===== src/hw/asram_pkg.sv =====
/*
 * Constants shared by the asynchronous static RAM host controller:
 * pin widths and timing figures in nanoseconds with derived cycle counts.
 * Assumes a 25 MHz controller clock.
 */
package asram_pkg;
    localparam int unsigned CLK_PERIOD_NS          = 40;
    localparam int unsigned ADDR_W                 = 18;
    localparam int unsigned DATA_W                 = 16;
    localparam int unsigned LANE_W                 = 8;
    // Read access: address_access_delay, worst speed grade.
    localparam int unsigned ADDRESS_ACCESS_DELAY_NS = 15;
    // Write pulse width, output float delay and data setup before write end.
    localparam int unsigned WRITE_PULSE_NS         = 10;
    localparam int unsigned OUTPUT_FLOAT_NS        = 7;
    localparam int unsigned DATA_SETUP_NS          = 7;
    // Least times round up to whole cycles; the read count takes one cycle more.
    localparam int unsigned READ_CYCLES =
        (ADDRESS_ACCESS_DELAY_NS + CLK_PERIOD_NS - 1) / CLK_PERIOD_NS + 1;
    localparam int unsigned WRITE_PLAIN_CYCLES =
        (WRITE_PULSE_NS + CLK_PERIOD_NS - 1) / CLK_PERIOD_NS;
    localparam int unsigned WRITE_OE_CYCLES =
        (OUTPUT_FLOAT_NS + DATA_SETUP_NS + CLK_PERIOD_NS - 1) / CLK_PERIOD_NS;
    // Read data crosses a two-flop synchroniser before it is captured.
    localparam int unsigned SYNC_STAGES = 2;
    localparam int unsigned CNT_W = 4;
    typedef enum logic [1:0] {ASRAM_IDLE, ASRAM_READ, ASRAM_WRITE, ASRAM_DONE} asram_state_t;
endpackage


===== src/hw/asram_host.sv =====
/*
 * Host controller that drives an asynchronous 16-bit static RAM with two
 * byte-lane selects. Accepts one request at a time and answers with a
 * one-cycle done pulse. Assumes the RAM pins are wired directly to the
 * ports and that the testbench resolves the shared data wire.
 */
`timescale 1ns/100ps
module asram_host
    import asram_pkg::*;
(
    input  wire logic              i_mclk,
    input  wire logic              i_rst,
    input  wire logic              i_req,
    input  wire logic              i_write,
    input  wire logic              i_keep_oe,
    input  wire logic [ADDR_W-1:0] i_addr,
    input  wire logic [1:0]        i_lanes,
    input  wire logic [DATA_W-1:0] i_wdata,
    output logic                   o_busy,
    output logic                   o_done,
    output logic [DATA_W-1:0]      o_rdata,
    output logic [ADDR_W-1:0]      o_addr,
    output logic                   o_chip_select_n,
    output logic                   o_write_strobe_n,
    output logic                   o_output_enable_n,
    output logic                   o_upper_lane_select_n,
    output logic                   o_lower_lane_select_n,
    output logic [DATA_W-1:0]      o_dq,
    output logic                   o_dq_oe,
    input  wire logic [DATA_W-1:0] i_dq
);
    asram_state_t      state;
    asram_state_t      next_state;
    logic [CNT_W-1:0]  cnt;
    logic [CNT_W-1:0]  next_cnt;
    logic [DATA_W-1:0] dq_s1;
    logic [DATA_W-1:0] dq_s2;
    logic [DATA_W-1:0] next_rdata;
    logic [ADDR_W-1:0] next_addr;
    logic [DATA_W-1:0] next_dq;
    logic              next_cs_n;
    logic              next_we_n;
    logic              next_oe_n;
    logic              next_ub_n;
    logic              next_lb_n;
    logic              next_dq_oe;
    logic              next_busy;
    logic              next_done;

    function automatic logic [CNT_W-1:0] write_len(input logic keep_oe);
        write_len = keep_oe ? CNT_W'(WRITE_OE_CYCLES) : CNT_W'(WRITE_PLAIN_CYCLES);
    endfunction

    always_comb
    begin
        next_state = state;
        next_cnt   = cnt;
        next_rdata = o_rdata;
        next_addr  = o_addr;
        next_dq    = o_dq;
        next_cs_n  = o_chip_select_n;
        next_we_n  = o_write_strobe_n;
        next_oe_n  = o_output_enable_n;
        next_ub_n  = o_upper_lane_select_n;
        next_lb_n  = o_lower_lane_select_n;
        next_dq_oe = o_dq_oe;
        next_busy  = o_busy;
        next_done  = 1'b0;
        unique case (state)
            ASRAM_IDLE:
            begin
                // A request with no lane selected is no access at all.
                if (i_req && (i_lanes != 2'h0))
                begin
                    // Address and all strobes move in the same edge.
                    next_addr = i_addr;
                    next_cs_n = 1'b0;
                    next_lb_n = ~i_lanes[0];
                    next_ub_n = ~i_lanes[1];
                    next_busy = 1'b1;
                    if (i_write)
                    begin
                        // Selects fall with the strobe, so the RAM never drives.
                        next_we_n  = 1'b0;
                        next_oe_n  = ~i_keep_oe;
                        next_dq    = i_wdata;
                        next_dq_oe = 1'b1;
                        next_cnt   = write_len(i_keep_oe);
                        next_state = ASRAM_WRITE;
                    end
                    else
                    begin
                        next_we_n  = 1'b1;
                        next_oe_n  = 1'b0;
                        // The wait covers the access delay and the synchroniser latency.
                        next_cnt   = CNT_W'(READ_CYCLES + SYNC_STAGES - 1);
                        next_state = ASRAM_READ;
                    end
                end
                else if (i_req)
                begin
                    next_done = 1'b1;
                end
            end
            ASRAM_READ:
            begin
                next_cnt = cnt - CNT_W'(1);
                if (cnt == CNT_W'(1))
                begin
                    // Only the selected lanes carry meaningful data.
                    next_rdata = dq_s2 & {{LANE_W{~o_upper_lane_select_n}},
                                          {LANE_W{~o_lower_lane_select_n}}};
                    next_state = ASRAM_DONE;
                end
            end
            ASRAM_WRITE:
            begin
                next_cnt = cnt - CNT_W'(1);
                if (cnt == CNT_W'(1))
                begin
                    // Data stays driven one more cycle as hold, so output enable must
                    // rise with the strobe or the RAM would start driving into it.
                    next_we_n  = 1'b1;
                    next_oe_n  = 1'b1;
                    next_state = ASRAM_DONE;
                end
            end
            ASRAM_DONE:
            begin
                next_cs_n  = 1'b1;
                next_oe_n  = 1'b1;
                next_ub_n  = 1'b1;
                next_lb_n  = 1'b1;
                next_dq_oe = 1'b0;
                next_busy  = 1'b0;
                next_done  = 1'b1;
                next_state = ASRAM_IDLE;
            end
        endcase
    end

    always_ff @(posedge i_mclk)
    begin
        // Read data comes from pins, so it passes two flops first.
        dq_s1 <= i_dq;
        dq_s2 <= dq_s1;
        if (i_rst)
        begin
            state                 <= ASRAM_IDLE;
            cnt                   <= '0;
            o_rdata               <= '0;
            o_addr                <= '0;
            o_dq                  <= '0;
            o_chip_select_n       <= 1'b1;
            o_write_strobe_n      <= 1'b1;
            o_output_enable_n     <= 1'b1;
            o_upper_lane_select_n <= 1'b1;
            o_lower_lane_select_n <= 1'b1;
            o_dq_oe               <= 1'b0;
            o_busy                <= 1'b0;
            o_done                <= 1'b0;
        end
        else
        begin
            state                 <= next_state;
            cnt                   <= next_cnt;
            o_rdata               <= next_rdata;
            o_addr                <= next_addr;
            o_dq                  <= next_dq;
            o_chip_select_n       <= next_cs_n;
            o_write_strobe_n      <= next_we_n;
            o_output_enable_n     <= next_oe_n;
            o_upper_lane_select_n <= next_ub_n;
            o_lower_lane_select_n <= next_lb_n;
            o_dq_oe               <= next_dq_oe;
            o_busy                <= next_busy;
            o_done                <= next_done;
        end
    end
endmodule


===== config.mk =====
export PLATFORM = sky130hd
export DESIGN_NAME = asram_host
export DESIGN_NICKNAME = d
export VERILOG_FILES = /design/src/hw/asram_pkg.sv /design/src/hw/asram_host.sv
export SDC_FILE = /design/constraint.sdc
export NUM_CORES = 1
export LEC_CHECK = 0
export BUFFER_PORTS_ARGS = -buffer_cell sky130_fd_sc_hd__buf_2
export CORE_MARGIN = 4
export CORE_UTILIZATION = 50
export DETAILED_ROUTE_END_ITERATION = 8
export HOLD_SLACK_MARGIN = 0.15
export PLACE_DENSITY = 0.78
export SLEW_MARGIN = 40
export SYNTH_ARGS = -nofsm -noshare
export SYNTH_HDL_FRONTEND = slang
export SYNTH_SLANG_ARGS = --single-unit

===== constraint.sdc =====
create_clock -name i_mclk -period 3.46 [get_ports i_mclk]
set_clock_uncertainty 0.15 [all_clocks]
set_input_delay 0.346 -clock i_mclk [delete_from_list [all_inputs] [get_ports i_mclk]]
set_output_delay 0.346 -clock i_mclk [all_outputs]
set_load 0.01 [all_outputs]

# Word-level counts from Yosys, hierarchy flattened
# Index checks and enable logic that the tools add are counted.
# word_totals
reg_bits,96
input_bits,57
output_inout_bits,58
word_cells,75
# op_classes
add_sub_neg,1
eq_ne,8
mux,28
n_bitwise,6
reduce_logical,17
# ops
operator,n
16-bit bitwise AND,1
1-bit one-hot mux with 2 select lines,7
1-bit 2-to-1 mux,13
3-bit AND reduction,4
2-bit AND reduction,5
2-bit 2-to-1 mux,4
4-bit one-hot mux with 2 select lines,1
2-bit nonzero test,4
2-bit != test (second input constant),3
2-bit one-hot mux with 3 select lines,1
1-bit inverter,5
2-bit == test (second input constant),2
4-bit by 1-bit == test with 1-bit output (second input constant),1
4-bit 2-to-1 mux,1
4-bit by 1-bit subtractor with 4-bit output (second input constant),1
1-bit one-hot mux with 3 select lines,1
3-bit nonzero test,1
2-bit by 1-bit == test with 1-bit output (second input constant),1
2-bit logical NOT,1
2-bit by 1-bit != test with 1-bit output (second input constant),1
2-bit OR reduction,1
1-bit logical AND,1

# Logic depth before layout (Yosys ltp)
# Gate-level depths: netlist of run 1.
# logic_depth
depth_word,4
depth_mapped,8

# Least setup slack after synthesis of run 1
# OpenSTA, ideal clock, no wires.
# synth_path
path_kind,register to register
start,reg cnt[0]
end,reg o_write_strobe_n
t_arrival_ns,1.378
required_ns,3.188
setup_slack_ns,1.810
stages_incl_launch_ff,5
n_path_buf,0
synth_period_minus_slack_ns,1.650
path_cell_list,dfxtp_1 > ha_1 > or3b_4 > a21o_1 > a221o_1
# synth_between
elab_chain_cells,3
# synth_lines
element,line_no,text
start: declaration,asram_host.sv:34,logic [CNT_W-1:0] cnt;
start signal: assignment,asram_host.sv:166,cnt <= next_cnt;
4-bit by 1-bit == test with 1-bit output,asram_host.sv:119,if (cnt == CNT_W'(1))
2-bit != test (no line),--,
3-bit AND reduction (no line),--,
end signal: assignment,asram_host.sv:171,o_write_strobe_n <= next_we_n;
end: declaration,asram_host.sv:24,"output logic o_write_strobe_n,"
# No other way between the ends.
# A chain may end at the register's enable or synchronous reset.

# Final worst setup path of run 1
# layout_path
start,reg state[1]
end,reg cnt[3]
# layout_between
elab_chain_cells,4
elab_cells_between_ends,8
classes_between,eq/ne (3); mux (1); reduce/logical (4)
# layout_lines
element,line_no,text
start: declaration,asram_host.sv:32,asram_state_t state;
start signal: assignment,asram_host.sv:165,state <= next_state;
2-bit == test or 2-bit by 1-bit == test with 1-bit output (tied branches),asram_host.sv:69,unique case (state)
2-bit OR reduction (no line),--,
2-bit nonzero test (no line),--,
2-bit AND reduction (no line),--,
# Several ways; a longest one is shown, not always the timed one.

==> results of run 1 <==
==> sequential cells by signal, indices dropped and copies added (netlist names) <==
register               cells
o_output_enable_n          1
o_addr                    18
dq_s1                     16
o_dq                      16
o_rdata                   16
o_chip_select_n            1
o_dq_oe                    1
dq_s2                     16
cnt                        4
o_lower_lane_select_n      1
state                      2
o_upper_lane_select_n      1
o_busy                     1
o_done                     1
o_write_strobe_n           1
==> through the flow <==
stage / power (mW) / util / cell area [µm²] / setup slack [ns]
2_1_floorplan: 1.80 / - / 3290 / 1.81
3_3_place_gp: 1.97 / 0.603 / 3850 / 1.13
5_1_grt: 2.88 / 0.720 / 4600 / 0.773
4_1_cts: 2.72 / 0.718 / 4580 / 1.01
3_5_place_dp: 2.00 / 0.610 / 3890 / 1.03
6_report: 2.73 / 0.720 / 4600 / 0.975
==> layout by cell type, fill, tap and decap left out, types with 2 or more instances in the layout <==
cell,instances
sky130_fd_sc_hd__nand3b_1,16
sky130_fd_sc_hd__nand2_1,88
sky130_fd_sc_hd__nor3_1,2
sky130_fd_sc_hd__a31oi_1,2
sky130_fd_sc_hd__buf_4,2
sky130_fd_sc_hd__dfxtp_1,96
sky130_fd_sc_hd__clkbuf_8,12
sky130_fd_sc_hd__mux2i_1,3
sky130_fd_sc_hd__o21ai_0,4
sky130_fd_sc_hd__buf_2,114
sky130_fd_sc_hd__or3_1,2
sky130_fd_sc_hd__ha_1,7
sky130_fd_sc_hd__inv_1,6
sky130_fd_sc_hd__o211ai_1,2
sky130_fd_sc_hd__nor2_1,8
sky130_fd_sc_hd__nand3_1,3
sky130_fd_sc_hd__dlygate4sd3_1,50
sky130_fd_sc_hd__a211oi_1,3
sky130_fd_sc_hd__nor4b_1,2
sky130_fd_sc_hd__a21oi_1,52
sky130_fd_sc_hd__a32oi_1,2
sky130_fd_sc_hd__a221o_1,3
==> metal layers <==
| layer | GRT usage | up-vias | part of all wire |
|---|---|---|---|
| met5 | 0 | - | 0 |
| met4 | 0.0568 | 0 | 0.017 |
| met3 | 0.0608 | 15 | 0.072 |
| met2 | 0.384 | 101 | 0.50 |
| met1 | 0.269 | 1349 | 0.41 |
| li1 | - | 1476 | - |
==> cell type report <==
cell class,instances,share of cell area
multi-input combinational,218,0.269
timing repair buffer,168,0.246
tap,77,0.0210
clock inverter,3,0.00490
sequential,96,0.418
clock buffer,13,0.0368
inverter,6,0.00490
==> path summary, 6_finish.rpt <==
check             startpoint   endpoint  slack (ns)  cells past startpoint
setup / recovery    state[1]     cnt[3]        0.97                      5
hold / removal     dq_s1[15]  dq_s2[15]        0.18                      0
setup reg to reg    state[1]     cnt[3]        0.97                      5
hold reg to reg    dq_s1[15]  dq_s2[15]        0.18                      0
==> kinds of logic (layout without fill, tap and decap cells) <==
kind of cell / Yosys count / in the layout / synth area share
adders and majority gates: 7 / 7 / 0.0266
DFF: 96 / 96 / 0.584
buffers and inverters: 30 / 190 / 0.0445
AOI/OAI and AO/OA: 81 / 81 / 0.155
and+or+nand+nor: 126 / 126 / 0.177
muxes: 4 / 4 / 0.0125
==> worst max-delay path: stages, from the launching register on <==
cell and delay, ns:
sky130_fd_sc_hd__dfxtp_1 0.34, sky130_fd_sc_hd__inv_1 0.12, sky130_fd_sc_hd__ha_1 0.61, sky130_fd_sc_hd__o211a_1 0.73
sky130_fd_sc_hd__nor4b_1 0.12, sky130_fd_sc_hd__a221o_1 0.29
==> report_power, final <==
group	total [mW]	internal [mW]	switching, mW
registers	1.33	1.23	0.0962
logic	0.712	0.324	0.387
clock network	0.691	0.324	0.367
==> flow_metrics.tcl, run 1 <==
set metrics [dict create \
    setup-tns-final_ns 0 \
    clockBufferDepth 2 \
    clock-sinks 96 \
    num_io_pins 115 \
    synth_edf_count 0 \
    vias 2941 \
    mappedNetlistNets 408 \
    fmaxAchievable_mhz 402 \
    place.detailed.hpwl_um 4890 \
    clock_latency_ns 0.35 \
    synthCells 344 \
    ys_async_sr_fraction 0 \
    ir_drop_uv 366 \
    detail_route.iter0.violations 137 \
    hold_ws_ns 0.181 \
    placement.io_buffers 114 \
    period_needed_ns 2.49 \
    placeableCoreArea_um2 6390 \
    postRouteAntennaNets 0 \
    netlist.area_leader.share 0.584 \
    synth_area_leaders "sky130_fd_sc_hd__dfxtp_1 (58%), sky130_fd_sc_hd__nand2_1 (10%), sky130_fd_sc_hd__a21oi_1 (7.9%)" \
    number_of_standard_cells_in_the_final_layout_excluding_fillers 581 \
    cts-root-buf "sky130_fd_sc_hd__clkbuf_8" \
    start_kind "flop" \
    post_cts_setup_buffer_count 0 \
    antenna_violations_before_repair 0 \
    globalRouteTotalUtil 0.221 \
    numPlacedInstances 515 \
    fillers 466 \
    grt_overflow_total 0 \
    postSynth.topFlopCell "sky130_fd_sc_hd__dfxtp_1" \
    die_w_um 89.1 \
    tritoncts "built" \
    summed_instance_area_of_the_synthesized_netlist_um2 3290 \
    min_path_type "reg -> reg" \
    post_cts_resized 0 \
    die_h_um 89.1 \
    synth_top_area_cell "sky130_fd_sc_hd__dfxtp_1" \
    final_nets 563 \
    ctsHtreeMaxLevel 3 \
    drt_pass_1_iters 5 \
    worstMarginPinSlew_ns 0.788 \
    floorplan.initialDensity 0.515 \
    flow.area_growth_from_synthesis_pct 39.6 \
    max_cap_viol_count 0 \
    setup.worst_path.end_class "flop" \
    post-route-period-util 0.718 \
    via_per_inst 5.06 \
    grt_first_pass_wirelength_um 13600 \
    slew_violations 0 \
    library_cells_used_by_synthesis 42 \
    grt_max_degree 32 \
    timing.max_slew.rel_slack 0.472 \
    power_leakage_nw 2.00 \
    drc 0 \
    synth.avg_cell_area_um2 9.57 \
    total_power_divided_by_cell_area_nw_per_um2 594 \
    yosys.cell_count.top_type "sky130_fd_sc_hd__dfxtp_1" \
    final_count_of_hold_timing_violations 0 \
    yosys_register_bits 96 \
    synth.cells.most_frequent "sky130_fd_sc_hd__dfxtp_1 (96), sky130_fd_sc_hd__nand2_1 (88), sky130_fd_sc_hd__a21oi_1 (52), sky130_fd_sc_hd__nand3b_1 (16), sky130_fd_sc_hd__buf_2 (9)" \
    rsz_0062_raised_after_global_routing "no" \
    clock_transition_at_the_register_clock_pins_on_the_worst_setup_and_hold_paths_after_cts_ns 0.09 \
    yosysSeqAreaShare 0.584 \
    avgRoutedWirePerCell_um 14.7 \
    numCtsBuffers 9 \
    final_routed_wirelength_across_all_metal_layers_um 8550 \
    arrival_ns 2.57 \
    multiInputGateArea_um2 1230 \
    cts_hold_buffers 50 \
    core.rowCount 29 \
    place.gp.congestion 0.757 \
    insertedDiodeCount 0 \
    dieArea_um2 7950 \
    seqCellArea_um2 1920 \
    first_global_vias 2795 \
    setup_viol 0 \
    final_layout_size_suffix_gt1_frac 0.276 \
    ys.warnings.count 0 \
    outcome "complete, no violations" \
    path_class "reg -> reg" \
    critPathRequiredTime_ns 3.54 \
    critPathMaxFanout 25 \
]
No activity file was read; power rests on OpenSTA's default activity.
==> run 2, diff against run 1 <==
--- a/config.mk
+++ b/config.mk
@@ -5,12 +5,13 @@
 export SDC_FILE = /design/constraint.sdc
 export NUM_CORES = 1
 export LEC_CHECK = 0
+export ABC_AREA = 1
 export BUFFER_PORTS_ARGS = -buffer_cell sky130_fd_sc_hd__buf_2
 export CORE_MARGIN = 4
-export CORE_UTILIZATION = 50
+export CORE_UTILIZATION = 44
 export DETAILED_ROUTE_END_ITERATION = 8
 export HOLD_SLACK_MARGIN = 0.15
-export PLACE_DENSITY = 0.78
+export PLACE_DENSITY = 0.73
 export SLEW_MARGIN = 40
 export SYNTH_ARGS = -nofsm -noshare
 export SYNTH_HDL_FRONTEND = slang
==> constraint.sdc (replaced) <==
create_clock -name i_mclk -period 2.2 [get_ports i_mclk]
set_clock_uncertainty 0.15 [all_clocks]
set_input_delay 0.22 -clock i_mclk [delete_from_list [all_inputs] [get_ports i_mclk]]
set_output_delay 0.22 -clock i_mclk [all_outputs]
set_load 0.01 [all_outputs]
==> run 2 against run 1 <==
Effect of this change:
- die area rose by 9.2%
- sequential share of layout area rose by 0.15 points
- core utilization fell by 5.7 points
- combinational power rose by 69%
- synthesized cell count rose by 4.7%
- worst hold slack improved by 0.0015 ns
- count of clock-buffer cells in the layout fell by 3
- register-to-register slack got worse by 0.61 ns
- highest routed layer unchanged
- critical endpoint is now o_lower_lane_select_n
==> flow_metrics.tcl, run 2 <==
set metrics [dict create \
    outcome "complete, no violations" \
    synth.cells.most_frequent "sky130_fd_sc_hd__dfxtp_1 (96), sky130_fd_sc_hd__nor2_1 (85), sky130_fd_sc_hd__nand2_1 (40), sky130_fd_sc_hd__o21ai_0 (32), sky130_fd_sc_hd__a21oi_1 (26)" \
    grt_overflow_total 0 \
    hold_ws_ns 0.183 \
    ys_async_sr_fraction 0 \
    via_per_inst 4.63 \
    flow.area_growth_from_synthesis_pct 43.5 \
    power_leakage_nw 2.12 \
    path_class "reg -> reg" \
    fin_util 0.663 \
    mappedNetlistNets 424 \
    synth_edf_count 0 \
    worst-r2r-setup-slack_ns 0.37 \
    critPathMaxFanout 22 \
    yosys.cell_count.top_type "sky130_fd_sc_hd__dfxtp_1" \
    critPathRequiredTime_ns 2.29 \
    clock_latency_ns 0.35 \
    arrival_ns 1.92 \
    most-common-layout-cells "sky130_fd_sc_hd__buf_2 (114), sky130_fd_sc_hd__dfxtp_1 (96), sky130_fd_sc_hd__nor2_1 (85)" \
    synth_area_leaders "sky130_fd_sc_hd__dfxtp_1 (60%), sky130_fd_sc_hd__nor2_1 (10%), sky130_fd_sc_hd__o21ai_0 (5.0%)" \
    min_path_type "reg -> reg" \
    slew_violations 0 \
    num_io_pins 115 \
    start_kind "flop" \
    worstMarginPinSlew_ns 0.346 \
    final_nets 595 \
    placement.io_buffers 114 \
    dieArea_um2 8680 \
    final_routed_wirelength_across_all_metal_layers_um 8000 \
    clock-sinks 96 \
    grt_max_degree 39 \
    ctsHtreeMaxLevel 3 \
    rsz_0062_raised_after_global_routing "no" \
    avgRoutedWirePerCell_um 12.7 \
    postRouteAntennaNets 0 \
    place.gp.congestion 0.876 \
    first_global_vias 2805 \
    ir_drop_uv 444 \
    insertedDiodeCount 0 \
    tritoncts "built" \
    post-route-period-util 0.834 \
    clockBufferDepth 2 \
    library_cells_used_by_synthesis 22 \
    setup-tns-final_ns 0 \
    place.detailed.hpwl_um 5130 \
    multiInputGateArea_um2 1140 \
    floorplan.initialDensity 0.462 \
    ys.warnings.count 0 \
    summed_instance_area_of_the_synthesized_netlist_um2 3190 \
    cts_hold_buffers 55 \
    number_of_standard_cells_in_the_final_layout_excluding_fillers 632 \
    yosysSeqAreaShare 0.602 \
    globalRouteTotalUtil 0.188 \
    die_h_um 93.2 \
    layout.cells.most_common "sky130_fd_sc_hd__buf_2" \
    yosys_register_bits 96 \
    fmaxAchievable_mhz 545 \
    setup_viol 0 \
    drc 0 \
    largest_reg_flops 18 \
    final_count_of_hold_timing_violations 0 \
    setup.worst_path.end_class "flop" \
    buf_inv_stages_crit_path 2 \
    cp_slowest_cell "sky130_fd_sc_hd__dfxtp_1" \
    cp_cell_sequence "inv_1 > ha_1 > nand2_2 > nor2_4 > buf_4 > nand2_1 > nor2_1 > o21ai_0" \
    die_w_um 93.2 \
    peak_per_stage_delay_on_the_critical_path_ns 0.35 \
    cp_top_family "simple AND/OR/NAND/NOR gates" \
    clock_transition_at_the_register_clock_pins_on_the_worst_setup_and_hold_paths_after_cts_ns 0.10 \
    period_needed_ns 1.83 \
    grt_first_pass_wirelength_um 12900 \
    post_cts_setup_buffer_count 0 \
    fillers 619 \
    cts-root-buf "sky130_fd_sc_hd__clkbuf_8" \
    numPlacedInstances 561 \
    synth_top_area_cell "sky130_fd_sc_hd__dfxtp_1" \
    detail_route.iter0.violations 180 \
    design_power_total_mw 4.36 \
    synthCells 360 \
    postSynth.topFlopCell "sky130_fd_sc_hd__dfxtp_1" \
    max_cap_viol_count 0 \
    largest_register "o_addr" \
    synth.avg_cell_area_um2 8.86 \
    timing.max_slew.rel_slack 0.769 \
    post_cts_resized 0 \
    seqCellArea_um2 1920 \
    drt_pass_1_iters 4 \
    total_power_divided_by_cell_area_nw_per_um2 953 \
    numCtsBuffers 9 \
    antenna_violations_before_repair 0 \
    final_layout_size_suffix_gt1_frac 0.261 \
    placeableCoreArea_um2 6910 \
    core.rowCount 30 \
    vias 2926 \
    netlist.area_leader.share 0.602 \
]
## run 2: report_power, final
part | leakage (nW) | switching [mW] | internal [mW] | total, mW
clock | 0.0825 | 0.616 | 0.429 | 1.05
combinational | 1.24 | 0.711 | 0.492 | 1.20
sequential | 0.794 | 0.141 | 1.98 | 2.12
## run 2: final timing paths
path	start	end	cells past startpoint
min reg2reg	dq_s1[6]	dq_s2[6]	0
max	state[0]	o_lower_lane_select_n	8
min	dq_s1[6]	dq_s2[6]	0
max reg2reg	state[0]	o_lower_lane_select_n	8
## run 2: through the flow
stage | cell area (µm²) | worst slack (ns)
final | 4580 | 0.366
after global routing | 4580 | 0.199
after CTS | 4580 | 0.370
after detailed placement | 3850 | 0.378
after global placement | 3850 | 0.466
after floorplan | 3190 | 0.645
## run 2: cells by family after synthesis
logic type,after synthesis,synth area share
compound gates,70,0.111
fa+ha+maj,7,0.0274
buf+inv,30,0.0416
flops,96,0.602
simple gates,157,0.217
## run 2: metal layers
metal,part of all wire,track usage,vias up
met1,0.43,0.216,1326
met4,0.015,0.0769,0
li1,-,-,1508
met3,0.051,0.0434,10
met5,0,0,-
met2,0.51,0.334,82
## run 2: area by class of cell
type / count / area share
flip-flops and latches: 96 / 0.420
multi-input cells: 234 / 0.248
clock inverters: 6 / 0.0117
clock buffers: 10 / 0.0279
repair buffers: 174 / 0.253
inverters: 16 / 0.0134
well taps: 96 / 0.0262
==> run 3, diff against run 2 <==
--- a/config.mk
+++ b/config.mk
@@ -5,13 +5,13 @@
 export SDC_FILE = /design/constraint.sdc
 export NUM_CORES = 1
 export LEC_CHECK = 0
-export ABC_AREA = 1
+export ABC_AREA = 0
 export BUFFER_PORTS_ARGS = -buffer_cell sky130_fd_sc_hd__buf_2
 export CORE_MARGIN = 4
-export CORE_UTILIZATION = 44
+export CORE_UTILIZATION = 49
 export DETAILED_ROUTE_END_ITERATION = 8
 export HOLD_SLACK_MARGIN = 0.15
-export PLACE_DENSITY = 0.73
+export PLACE_DENSITY = 0.77
 export SLEW_MARGIN = 40
 export SYNTH_ARGS = -nofsm -noshare
 export SYNTH_HDL_FRONTEND = slang
==> constraint.sdc (replaced) <==
create_clock -name i_mclk -period 1.9 [get_ports i_mclk]
set_clock_uncertainty 0.15 [all_clocks]
set_input_delay 0.19 -clock i_mclk [delete_from_list [all_inputs] [get_ports i_mclk]]
set_output_delay 0.19 -clock i_mclk [all_outputs]
set_load 0.01 [all_outputs]
==> run 3 against run 2 <==
Effect of this change:
- worst setup slack got worse by 0.26 ns
- sequential cell count did not move
- first-iteration DRC count fell by 39%
- register-to-register slack got worse by 0.26 ns
- worst hold slack improved by 0.00070 ns
- die area fell by 6.7%
- highest routed layer unchanged
==> flow_metrics.tcl, run 3 (same netlist as run 1, synthesis figures left out) <==
set metrics [dict create \
    insertedDiodeCount 0 \
    final_routed_wirelength_across_all_metal_layers_um 8530 \
    ir_drop_uv 720 \
    grt-busiest-layer "met2" \
    critPathMaxFanout 16 \
    grt_overflow_total 0 \
    ctsHtreeMaxLevel 3 \
    clock_latency_ns 0.36 \
    globalRouteTotalUtil 0.213 \
    seqCellArea_um2 1920 \
    timing.max_slew.rel_slack 0.716 \
    grt_use_met3 0.0693 \
    drt_pass_1_iters 4 \
    antenna_violations_before_repair 0 \
    first_global_vias 3048 \
    setup.worst_path.end_class "flop" \
    place.detailed.hpwl_um 5200 \
    avgRoutedWirePerCell_um 14.3 \
    internal_power_mw 3.40 \
    share_of_power_burned_in_the_clock_network 0.241 \
    numPlacedInstances 523 \
    most-common-layout-cells "sky130_fd_sc_hd__buf_2 (114), sky130_fd_sc_hd__dfxtp_1 (96), sky130_fd_sc_hd__nand2_1 (88)" \
    switching_power_mw 1.59 \
    cts-root-buf "sky130_fd_sc_hd__clkbuf_8" \
    worstMarginPinSlew_ns 0.426 \
    final_count_of_hold_timing_violations 0 \
    max_cap_viol_count 0 \
    postRouteAntennaNets 0 \
    clock-sinks 96 \
    start_kind "flop" \
    numCtsBuffers 9 \
    floorplan.initialDensity 0.513 \
    layout.cells.most_common "sky130_fd_sc_hd__buf_2" \
    fillers 437 \
    core.rowCount 29 \
    fin_util 0.728 \
    largest_reg_flops 18 \
    power.share.combinational 0.277 \
    grt_max_degree 28 \
    final_nets 577 \
    post-route-period-util 0.944 \
    period_needed_ns 1.79 \
    min_path_type "reg -> reg" \
    drc 0 \
    dieArea_um2 8090 \
    grt_first_pass_wirelength_um 14300 \
    die_h_um 90.0 \
    critPathRequiredTime_ns 2.03 \
    fmaxAchievable_mhz 557 \
    arrival_ns 1.93 \
    power_leakage_nw 2.04 \
    placeableCoreArea_um2 6420 \
    flow.area_growth_from_synthesis_pct 42.0 \
    seq_power_share 0.482 \
    die_w_um 90.0 \
    via_per_inst 5.04 \
    slew_violations 0 \
    largest_register "o_addr" \
    multiInputGateArea_um2 1230 \
    num_io_pins 115 \
    placement.io_buffers 114 \
    setup_viol 0 \
    outcome "complete, no violations" \
    vias 2999 \
    total_power_divided_by_cell_area_nw_per_um2 1070 \
    detail_route.iter0.violations 110 \
    groute.layer.met2.usage 0.373 \
    gr-usage-met1 0.252 \
    number_of_standard_cells_in_the_final_layout_excluding_fillers 595 \
    tritoncts "built" \
    rsz_0062_raised_after_global_routing "yes" \
    clockBufferDepth 2 \
    clock_transition_at_the_register_clock_pins_on_the_worst_setup_and_hold_paths_after_cts_ns 0.10 \
    place.gp.congestion 0.835 \
    path_class "reg -> reg" \
    power_switching_share 0.319 \
    final_layout_size_suffix_gt1_frac 0.292 \
]
==> run 3: worst max-delay path, stage by stage (launching register included) <==
cell and delay [ns]:
sky130_fd_sc_hd__dfxtp_1 0.35, sky130_fd_sc_hd__inv_1 0.14, sky130_fd_sc_hd__ha_1 0.24, sky130_fd_sc_hd__and4bb_2 0.51, sky130_fd_sc_hd__nand3b_1 0.15, sky130_fd_sc_hd__a21oi_1 0.17
==> run 3: layout make-up <==
| type | instances | share of cell area |
|---|---|---|
| repair buffers | 182 | 0.261 |
| clock inverters | 7 | 0.0126 |
| well taps | 77 | 0.0206 |
| multi-input cells | 218 | 0.263 |
| inverters | 6 | 0.00482 |
| flip-flops and latches | 96 | 0.411 |
| clock buffers | 9 | 0.0265 |
==> run 3: metrics by stage <==
| step | setup WS [ns] | area, µm² | hold WS (ns) | power (mW) | TNS (ns) |
|---|---|---|---|---|---|
| 2_1_floorplan | 0.250 | 3290 | 0.0677 | 3.28 | 0 |
| 3_3_place_gp | 0.151 | 3930 | 0.143 | 3.67 | 0 |
| 3_5_place_dp | 0.0746 | 3930 | 0.144 | 3.72 | 0 |
| 4_1_cts | 0.0512 | 4670 | 0.184 | 5.01 | 0 |
| 5_1_grt | -0.0127 | 4670 | 0.190 | 5.27 | -0.0332 |
| 6_report | 0.106 | 4670 | 0.183 | 5.00 | 0 |
==> run 3: power groups by stage <==
stage	sequential (mW)	combinational, mW	clock [mW]
final	2.41	1.38	1.21
after global routing	2.44	1.53	1.30
after CTS	2.41	1.36	1.24
after detailed placement	2.45	1.27	0
after global placement	2.44	1.23	0
after floorplan	2.48	0.797	0
==> run 3: worst paths after layout <==
kind	startpoint	endpoint	slack [ns]	cells past startpoint
setup reg to reg	state[1]	o_rdata[12]	0.11	5
setup / recovery	state[1]	o_rdata[12]	0.11	5
hold reg to reg	dq_s1[12]	dq_s2[12]	0.18	0
hold / removal	dq_s1[12]	dq_s2[12]	0.18	0
==> run 3: routing by layer <==
metal	wire [µm]	part of all wire
met1	3520	0.41
met2	4270	0.50
met3	648	0.076
met4	89	0.010
met5	0	0
==> run 3: timing repair <==
item / 4_1_cts / 5_1_grt
setup endpoints to repair: 0 / 25
resized for setup: 0 / 3
hold endpoints to repair: 59 / 0
hold buffers: 56 / 0
setup buffers: 0 / 0
